==> src/core/diag_monitor_readback_regs.vh <==
// Operation
// - High register holds result bits 11 to 4
// - Low register bits 7-4 hold result bits 3-0
// - Output 1 identifiers 0110b and 0111b
// - Output 2 identifiers 1000b and 1001b
// - Temperature pair at 0x6A/0x6B, identifier 1010b
// - Supply pair at 0x6E/0x6F, identifier 1100b
// - Input high byte at 0x70, resets zero
// - Input low register 0x71, identifier 1101b
// - Hold bit freezes result updates
`ifndef DIAG_MONITOR_READBACK_REGS_VH
`define DIAG_MONITOR_READBACK_REGS_VH

// Register indices; byte address is four times the index
`define DMR_IDX_HOLD_CFG       8'h55
`define DMR_IDX_OUT1P_HIGH     8'h62
`define DMR_IDX_OUT1P_LOW      8'h63
`define DMR_IDX_OUT1N_HIGH     8'h64
`define DMR_IDX_OUT1N_LOW      8'h65
`define DMR_IDX_OUT2P_HIGH     8'h66
`define DMR_IDX_OUT2P_LOW      8'h67
`define DMR_IDX_OUT2N_HIGH     8'h68
`define DMR_IDX_OUT2N_LOW      8'h69
`define DMR_IDX_TEMP_HIGH      8'h6a
`define DMR_IDX_TEMP_LOW       8'h6b
`define DMR_IDX_SUPPLY_HIGH    8'h6e
`define DMR_IDX_SUPPLY_LOW     8'h6f
`define DMR_IDX_GPIN_HIGH      8'h70
`define DMR_IDX_GPIN_LOW       8'h71

// Fixed channel identifiers, low register bits 3 to 0
`define DMR_ID_OUT1P           4'h6
`define DMR_ID_OUT1N           4'h7
`define DMR_ID_OUT2P           4'h8
`define DMR_ID_OUT2N           4'h9
`define DMR_ID_TEMP            4'ha
`define DMR_ID_SUPPLY          4'hc
`define DMR_ID_GPIN            4'hd

// Field layout
`define DMR_HOLD_BIT           0
`define DMR_HOLD_RESET         1'b0
`define DMR_RESULT_RESET       12'h000
`define DMR_RESULT_WIDTH       12
`define DMR_IDX_WIDTH          8
`define DMR_ADDR_WIDTH         10

`endif

==> src/core/diag_monitor_readback.v <==
`timescale 1ns/1ps
`include "diag_monitor_readback_regs.vh"
// Read-only bank of diagnostic monitor results behind an APB slave.
// Converter results arrive tagged by channel identifier on the same clock.
//
// Behaviour in brief
// - Seven monitored quantities each keep one 12-bit result. Software sees
//   every result as a pair of byte registers: the high register holds
//   result bits 11 to 4, and the low register holds bits 3 to 0 in its
//   upper nibble. The lower nibble of each low register is a fixed channel
//   identifier, so a low register never reads as all zeros.
// - The identifiers are also the tags that the converter puts on its
//   results. One capture block per quantity compares the tag with its own
//   identifier, so adding a quantity means adding one instance and two
//   decode branches, plus a result wire and three defines (two indices, one identifier) in the header.
// - A single hold bit freezes every capture block at once. While it is set,
//   new converter results are dropped rather than queued. Software that
//   needs a high byte and a low nibble from the same conversion sets the
//   hold bit, reads both registers and then clears it again.
// - Without the hold bit a result can change between the two reads of a
//   pair. Each capture block stores the whole word in one edge, so the
//   two halves are consistent inside the block; only the two separate bus
//   reads can straddle an update.
//
// Bus behaviour
// - The slave answers with zero wait states. Read data and the error flag
//   are registered at the setup edge and held until the next setup edge,
//   so the access cycle only has to raise pready.
// - A result that lands during the access cycle of a read is not in that
//   read's data; it shows on the next read. This trades one cycle of
//   latency for a registered read path with no combinational bus output
//   other than pready.
// - Writes to result registers complete without an error and change
//   nothing. Unmapped indices and byte-offset addresses answer with an
//   error and read as zero. Neither kind of access changes any state.
// - Only the hold register takes writes, and only when byte strobe 0 is
//   set, because the hold bit sits in the lowest byte of the word.
//
// Limitations
// - Result widths other than 12 bits need a matching pair_read function;
//   the register layout itself is fixed at a high byte and a low nibble.
// - The converter strobe must be on this clock. A converter on another
//   clock needs its own crossing in front of this block.
// - There is no interrupt and no new-data flag; software polls.
module diag_monitor_readback #(
  parameter RESULT_WIDTH = 12
) (
  input  wire                       ref_clk_in,
  input  wire                       rst_in,
  input  wire                       psel_in,
  input  wire                       penable_in,
  input  wire                       pwrite_in,
  input  wire [`DMR_ADDR_WIDTH-1:0] paddr_in,
  input  wire [31:0]                pwdata_in,
  input  wire [3:0]                 pstrb_in,
  output wire                       pready_out,
  output reg  [31:0]                prdata_out,
  output reg                        pslverr_out,
  input  wire                       sample_valid_in,
  input  wire [3:0]                 sample_channel_in,
  input  wire [RESULT_WIDTH-1:0]    sample_data_in,
  output wire                       freeze_result_update_out
);

  // Hold control bit written by software
  reg                        freeze_result_update;

  // Stored results, one per monitored quantity
  wire [RESULT_WIDTH-1:0]    out1_pos_result;
  wire [RESULT_WIDTH-1:0]    out1_neg_result;
  wire [RESULT_WIDTH-1:0]    out2_pos_result;
  wire [RESULT_WIDTH-1:0]    out2_neg_result;
  wire [RESULT_WIDTH-1:0]    temperature_result;
  wire [RESULT_WIDTH-1:0]    analog_supply_result;
  wire [RESULT_WIDTH-1:0]    gp_input_result;

  // Bus decode terms
  wire [`DMR_IDX_WIDTH-1:0]  reg_index;   // Word index of the access
  wire                       aligned;     // Low address bits are zero
  wire                       setup_phase; // First cycle of a transfer
  wire                       access_done; // Edge at which transfer ends

  // Next values of the read path
  reg  [7:0]                 next_rdata;
  reg                        next_err;

  assign reg_index   = paddr_in[`DMR_ADDR_WIDTH-1:2];
  assign aligned     = (paddr_in[1:0] == 2'b00);
  assign setup_phase = psel_in && !penable_in;
  assign access_done = psel_in && penable_in;

  // Zero wait states: the answer is prepared during the setup cycle
  assign pready_out = psel_in && penable_in;

  assign freeze_result_update_out = freeze_result_update;

  // Result pair read: high register carries bits 11-4, low register
  // carries bits 3-0 above the fixed identifier
  function [7:0] pair_read;
    input [11:0] result;
    input [3:0]  channel_id;
    input        low_half;
    begin
      if (low_half) begin
        pair_read = {result[3:0], channel_id};
      end else begin
        pair_read = result[11:4];
      end
    end
  endfunction

  // One capture block per quantity, each listening for its identifier
  // Output 1, positive leg; its pair sits just below the negative leg
  // so that the two legs of one output read as four adjacent words
  diag_result_capture #(
    .CHANNEL_ID   (`DMR_ID_OUT1P),
    .RESULT_WIDTH (RESULT_WIDTH)
  ) u_out1_pos (
    .ref_clk_in        (ref_clk_in),
    .rst_in            (rst_in),
    .sample_valid_in   (sample_valid_in),
    .sample_channel_in (sample_channel_in),
    .sample_data_in    (sample_data_in),
    .freeze_in         (freeze_result_update),
    .result_out        (out1_pos_result)
  );

  // Output 1, negative leg
  // Shares the converter strobe with every other quantity
  diag_result_capture #(
    .CHANNEL_ID   (`DMR_ID_OUT1N),
    .RESULT_WIDTH (RESULT_WIDTH)
  ) u_out1_neg (
    .ref_clk_in        (ref_clk_in),
    .rst_in            (rst_in),
    .sample_valid_in   (sample_valid_in),
    .sample_channel_in (sample_channel_in),
    .sample_data_in    (sample_data_in),
    .freeze_in         (freeze_result_update),
    .result_out        (out1_neg_result)
  );

  // Output 2, positive leg
  // Same layout as output 1, identifiers one pair higher
  diag_result_capture #(
    .CHANNEL_ID   (`DMR_ID_OUT2P),
    .RESULT_WIDTH (RESULT_WIDTH)
  ) u_out2_pos (
    .ref_clk_in        (ref_clk_in),
    .rst_in            (rst_in),
    .sample_valid_in   (sample_valid_in),
    .sample_channel_in (sample_channel_in),
    .sample_data_in    (sample_data_in),
    .freeze_in         (freeze_result_update),
    .result_out        (out2_pos_result)
  );

  // Output 2, negative leg
  // Last of the four output legs
  diag_result_capture #(
    .CHANNEL_ID   (`DMR_ID_OUT2N),
    .RESULT_WIDTH (RESULT_WIDTH)
  ) u_out2_neg (
    .ref_clk_in        (ref_clk_in),
    .rst_in            (rst_in),
    .sample_valid_in   (sample_valid_in),
    .sample_channel_in (sample_channel_in),
    .sample_data_in    (sample_data_in),
    .freeze_in         (freeze_result_update),
    .result_out        (out2_neg_result)
  );

  // Die temperature
  // Frozen by the same hold bit as the output legs
  diag_result_capture #(
    .CHANNEL_ID   (`DMR_ID_TEMP),
    .RESULT_WIDTH (RESULT_WIDTH)
  ) u_temperature (
    .ref_clk_in        (ref_clk_in),
    .rst_in            (rst_in),
    .sample_valid_in   (sample_valid_in),
    .sample_channel_in (sample_channel_in),
    .sample_data_in    (sample_data_in),
    .freeze_in         (freeze_result_update),
    .result_out        (temperature_result)
  );

  // Analog supply
  // Its pair follows a two-word hole after the temperature pair
  diag_result_capture #(
    .CHANNEL_ID   (`DMR_ID_SUPPLY),
    .RESULT_WIDTH (RESULT_WIDTH)
  ) u_analog_supply (
    .ref_clk_in        (ref_clk_in),
    .rst_in            (rst_in),
    .sample_valid_in   (sample_valid_in),
    .sample_channel_in (sample_channel_in),
    .sample_data_in    (sample_data_in),
    .freeze_in         (freeze_result_update),
    .result_out        (analog_supply_result)
  );

  // General-purpose analog input
  // Highest pair of the bank
  diag_result_capture #(
    .CHANNEL_ID   (`DMR_ID_GPIN),
    .RESULT_WIDTH (RESULT_WIDTH)
  ) u_gp_input (
    .ref_clk_in        (ref_clk_in),
    .rst_in            (rst_in),
    .sample_valid_in   (sample_valid_in),
    .sample_channel_in (sample_channel_in),
    .sample_data_in    (sample_data_in),
    .freeze_in         (freeze_result_update),
    .result_out        (gp_input_result)
  );

  // Read decode; nothing here changes state, so a read has no side effect
  // The decode runs on every cycle but is only captured at a setup edge,
  // so glitches on the address between transfers never reach the bus.
  // Writes pass through the same decode; their read data is simply unused.
  always @* begin
    next_rdata = 8'h00;
    next_err   = 1'b0;
    if (!aligned) begin
      // Byte-offset access is not a register
      next_err = 1'b1;
    end else if (reg_index == `DMR_IDX_HOLD_CFG) begin
      next_rdata[`DMR_HOLD_BIT] = freeze_result_update;
    end else if (reg_index == `DMR_IDX_OUT1P_HIGH) begin
      next_rdata = pair_read(out1_pos_result, `DMR_ID_OUT1P, 1'b0);
    end else if (reg_index == `DMR_IDX_OUT1P_LOW) begin
      next_rdata = pair_read(out1_pos_result, `DMR_ID_OUT1P, 1'b1);
    end else if (reg_index == `DMR_IDX_OUT1N_HIGH) begin
      next_rdata = pair_read(out1_neg_result, `DMR_ID_OUT1N, 1'b0);
    end else if (reg_index == `DMR_IDX_OUT1N_LOW) begin
      next_rdata = pair_read(out1_neg_result, `DMR_ID_OUT1N, 1'b1);
    end else if (reg_index == `DMR_IDX_OUT2P_HIGH) begin
      next_rdata = pair_read(out2_pos_result, `DMR_ID_OUT2P, 1'b0);
    end else if (reg_index == `DMR_IDX_OUT2P_LOW) begin
      next_rdata = pair_read(out2_pos_result, `DMR_ID_OUT2P, 1'b1);
    end else if (reg_index == `DMR_IDX_OUT2N_HIGH) begin
      next_rdata = pair_read(out2_neg_result, `DMR_ID_OUT2N, 1'b0);
    end else if (reg_index == `DMR_IDX_OUT2N_LOW) begin
      next_rdata = pair_read(out2_neg_result, `DMR_ID_OUT2N, 1'b1);
    end else if (reg_index == `DMR_IDX_TEMP_HIGH) begin
      next_rdata = pair_read(temperature_result, `DMR_ID_TEMP, 1'b0);
    end else if (reg_index == `DMR_IDX_TEMP_LOW) begin
      next_rdata = pair_read(temperature_result, `DMR_ID_TEMP, 1'b1);
    end else if (reg_index == `DMR_IDX_SUPPLY_HIGH) begin
      next_rdata = pair_read(analog_supply_result, `DMR_ID_SUPPLY, 1'b0);
    end else if (reg_index == `DMR_IDX_SUPPLY_LOW) begin
      next_rdata = pair_read(analog_supply_result, `DMR_ID_SUPPLY, 1'b1);
    end else if (reg_index == `DMR_IDX_GPIN_HIGH) begin
      next_rdata = pair_read(gp_input_result, `DMR_ID_GPIN, 1'b0);
    end else if (reg_index == `DMR_IDX_GPIN_LOW) begin
      next_rdata = pair_read(gp_input_result, `DMR_ID_GPIN, 1'b1);
    end else begin
      // Unmapped word: reads zero and reports an error
      next_err = 1'b1;
    end
  end

  // Answer registered at the setup edge; the gap between 0x6B and 0x6E
  // is unmapped and errors like any other hole
  always @(posedge ref_clk_in) begin
    if (rst_in) begin
      prdata_out  <= 32'h0000_0000;
      pslverr_out <= 1'b0;
    end else if (setup_phase) begin
      // Upper bits of the word always read as zero
      prdata_out  <= {24'h00_0000, next_rdata};
      pslverr_out <= next_err;
    end
  end

  // Hold control write; result registers have no write path at all, so
  // writes aimed at them complete without error and change nothing
  always @(posedge ref_clk_in) begin
    if (rst_in) begin
      freeze_result_update <= `DMR_HOLD_RESET;
    end else if (access_done && pwrite_in && aligned && pstrb_in[0] &&
                 (reg_index == `DMR_IDX_HOLD_CFG)) begin
      freeze_result_update <= pwdata_in[`DMR_HOLD_BIT];
    end
  end

endmodule

==> src/core/diag_result_capture.v <==
`timescale 1ns/1ps
// One monitored quantity: keeps the latest 12-bit result tagged with its
// channel identifier, unless updates are frozen.
module diag_result_capture #(
  parameter [3:0] CHANNEL_ID   = 4'h0,
  parameter       RESULT_WIDTH = 12
) (
  input  wire                    ref_clk_in,
  input  wire                    rst_in,
  input  wire                    sample_valid_in,
  input  wire [3:0]              sample_channel_in,
  input  wire [RESULT_WIDTH-1:0] sample_data_in,
  input  wire                    freeze_in,
  output reg  [RESULT_WIDTH-1:0] result_out
);

  // Sample belongs to this quantity
  wire hit;

  assign hit = sample_valid_in && (sample_channel_in == CHANNEL_ID);

  // Result store; the whole word updates at once so high and low halves
  // always come from the same conversion
  always @(posedge ref_clk_in) begin
    if (rst_in) begin
      result_out <= {RESULT_WIDTH{1'b0}};
    end else if (hit && !freeze_in) begin
      result_out <= sample_data_in;
    end
  end

endmodule

==> config.mk <==
export PLATFORM = sky130hd
export DESIGN_NAME = diag_monitor_readback
export DESIGN_NICKNAME = d
export VERILOG_FILES = /design/src/core/diag_monitor_readback.v /design/src/core/diag_result_capture.v
export VERILOG_INCLUDE_DIRS = /design/src /design/src/core
export SDC_FILE = /design/constraint.sdc
export NUM_CORES = 1
export LEC_CHECK = 0
export BUFFER_PORTS_ARGS = -buffer_cell sky130_fd_sc_hd__buf_2
export CAP_MARGIN = 0
export CORE_AREA = 2 2 130 132
export DETAILED_ROUTE_END_ITERATION = 10
export DIE_AREA = 0 0 132 134
export PLACE_DENSITY_LB_ADDON = 0.3
export SETUP_SLACK_MARGIN = 0.1
export SKIP_CTS_REPAIR_TIMING = 1
export SLEW_MARGIN = 20
export SYNTH_ARGS = -nofsm -noshare
export SYNTH_HDL_FRONTEND = slang
export SYNTH_SLANG_ARGS = --single-unit
==> constraint.sdc <==
create_clock -name ref_clk_in -period 1.7 [get_ports ref_clk_in]
set_input_delay 0.425 -clock ref_clk_in [delete_from_list [all_inputs] [get_ports ref_clk_in]]
set_output_delay 0.425 -clock ref_clk_in [all_outputs]
set_load 0.005 [all_outputs]
==> results.yml <==
yosys:
  yosys_warnings: 0
  async_flop_share_pct: 0
  syn_area_per_cell_um2: 9.32
  synth_cells: 514
  synthTopCellsByArea: "dfxtp_1, mux2i_1, nor2_1"
  synth_ff_type: "dfxtp_1"
  ys_types: 69
  yosysTopAreaCell: "dfxtp_1"
  ys_ff_latch: 94
  seq_area_frac_synth_pct: 39.3
  synth_edf_count: 0
  synth_area_um2: 4790
  synth_top_area_share_pct: 39.3
place:
  placed_area_um2: 5670
  dp_hpwl_mm: 9.76
  portBuffers: 44
  post-place-cells: 816
  place_congestion: 0.830
layout:
  fillers: 1658
  design_area_um2: 6000
  nets: 676
  antenna-diode-count: 0
  syn_to_final_growth_pct: 25.3
  final_cells: 832
  drive_above_1_share_pct: 26.6
grt:
  antenna_found_initial: 0
  grt.total_usage_pct: 15.4
  grt_max_degree: 63
  grt.overflow.total: 0
  grt_pass1_vias: 4062
  grt_pass1_wl_mm: 21.2
setup_path:
  r2r_cells: 5
  crit_buf_inv: 2
  arrival_ns: 1.82
  cpPeakStageDelay_ns: 0.56
  cp_top_family: "simple AND/OR/NAND/NOR gates"
  end_kind: "register"
  required_ns: 1.94
  slowest_stage: "or4b_4"
  critPathKind: "input pin to register"
  worst-path-stages: 6
  path_cells: "buf_2 -> or4b_4 -> a31oi_1 -> buf_4 -> o21ai_0 -> a221oi_1"
  cp-start-kind: "input pin"
  path_max_fanout: 4
timing:
  finalCritPeriodShare_pct: 93.0
  rsz0062_at_grt: "true"
  hold_viol: 0
  tns_ns: 0
  drv_slew: 0
  post-route-min-period_ns: 1.58
  setup_viol: 0
  max_freq_mhz: 633
  skew_ns: 0.00733
  whs_ns: 0.331
status:
  status: "finished clean"
detailed_routing:
  first_pass_iters: 4
  drc: 0
  wl_mm: 13.4
  via_count: 4008
  ant_nets: 0
  via_per_inst: 4.82
  drt_iter0_markers: 220
  wl_per_cell_um: 16.1
clocking:
  clock-sinks: 94
  htreeDepth: 3
  clock-root-buffer: "clkbuf_16"
  insertion_delay_ns: 0.35
  path_clk_slew_ns: 0.07
  cts_buffers: 9
  clk_path_buf_depth: 2
  cts_tree: "done"
flow_run:
  drv_cap: 0
hold_path:
  hp-class: "input pin to register"
  hold_depth: 3
floorplan:
  die_h_um: 134
  rows: 47
  io_pins: 103
  die_w_um: 132
  core_area_um2: 16300
  initial_utilization_pct: 29.4
  die-area_um2: 17700
power_and_ir_drop:
  p_per_area_nw_per_um2: 766
  leakage_nw: 2.47
  vdd.ir_drop.worst_mv: 0.483
-- metal layers --
layer	GRT usage [%]	part of all wire [%]	vias up
met1	19.5	47	1926
met5	0	0	-
met2	25.1	46	95
met3	3.44	4.8	24
li1	-	-	1963
met4	7.07	2.5	0
-- worst paths after layout --
path                       startpoint                        end  slack, ns
max                        penable_in              prdata_out[4]       0.12
max reg2reg  freeze_result_update_out  u_out1_pos.result_out[11]       0.23
min reg2reg             prdata_out[2]              prdata_out[2]       0.47
min                      pwdata_in[0]   freeze_result_update_out       0.33
-- layout make-up --
type	count	area (um2)	share of cell area, %
Multi-Input combinational cell	381	2680	44.7
Sequential cell	94	1880	31.4
Timing Repair Buffer	117	873	14.6
Tap cell	220	275	4.59
Clock buffer	14	264	4.40
Inverter	5	18.8	0.313
Clock inverter	1	5.00	0.0834
-- tightest hold or removal path, cell delays in order --
cell and delay, ns:
buf_2 0.08, mux2i_1 0.06, nor2_1 0.08
-- sequential cells by signal, summed over array words and instances, names as in the netlist, 8 cells and up --
name                        flops
u_out2_pos.result_out          12
u_out1_pos.result_out          12
u_gp_input.result_out          12
u_temperature.result_out       12
prdata_out                      8
u_out1_neg.result_out          12
u_out2_neg.result_out          12
u_analog_supply.result_out     12
-- cell families (layout without fill, tap and decap cells) --
family / Yosys count / after routing / synth area share (%)
flip-flops: 94 / 94 / 39.3
other: 1 / 24 / 0.0783
AND/OR/NAND/NOR: 177 / 177 / 18.4
buffers and inverters: 62 / 137 / 7.94
multiplexers: 108 / 108 / 23.3
AO/OA/AOI/OAI: 72 / 72 / 11.0
-- synthesized netlist by cell type, drive strengths merged, types with 5 or more instances --
library cell,n
a21oi,8
buf,45
nand2,23
nor2,102
o22ai,6
o21ai,12
nand2b,8
mux2,8
dfxtp,94
clkbuf,12
mux2i,98
inv,5
nor3,8
-- through the flow --
| step | power, mW | setup WS, ns | util [%] |
|---|---|---|---|
| after detailed placement | 2.77 | -0.333 | 34.8 |
| after global routing | 4.78 | 0.0247 | 36.8 |
| after CTS | 4.65 | 0.0237 | 36.4 |
| after global placement | 2.76 | -0.312 | 34.8 |
| final | 4.60 | 0.120 | 36.8 |
| after floorplan | 2.58 | 0.0482 | - |
-- power by group --
part / total, mW / internal (mW) / switching [mW]
sequential: 2.24 / 2.23 / 0.0137
combinational: 0.487 / 0.212 / 0.276
clock: 1.87 / 1.06 / 0.803
total: 4.60 / 3.50 / 1.09
-- cells in the final DEF, fill, tap and decap left out, drive strengths merged, types with 5 or more instances in the layout --
cell type / n
a21oi: 8
nor2: 102
o22ai: 6
buf: 115
mux2: 8
conb: 24
mux2i: 98
nor3: 8
dfxtp: 94
o21ai: 12
clkbuf: 16
nand2: 23
nand2b: 8
inv: 5
(Power assumes the default switching activity.)
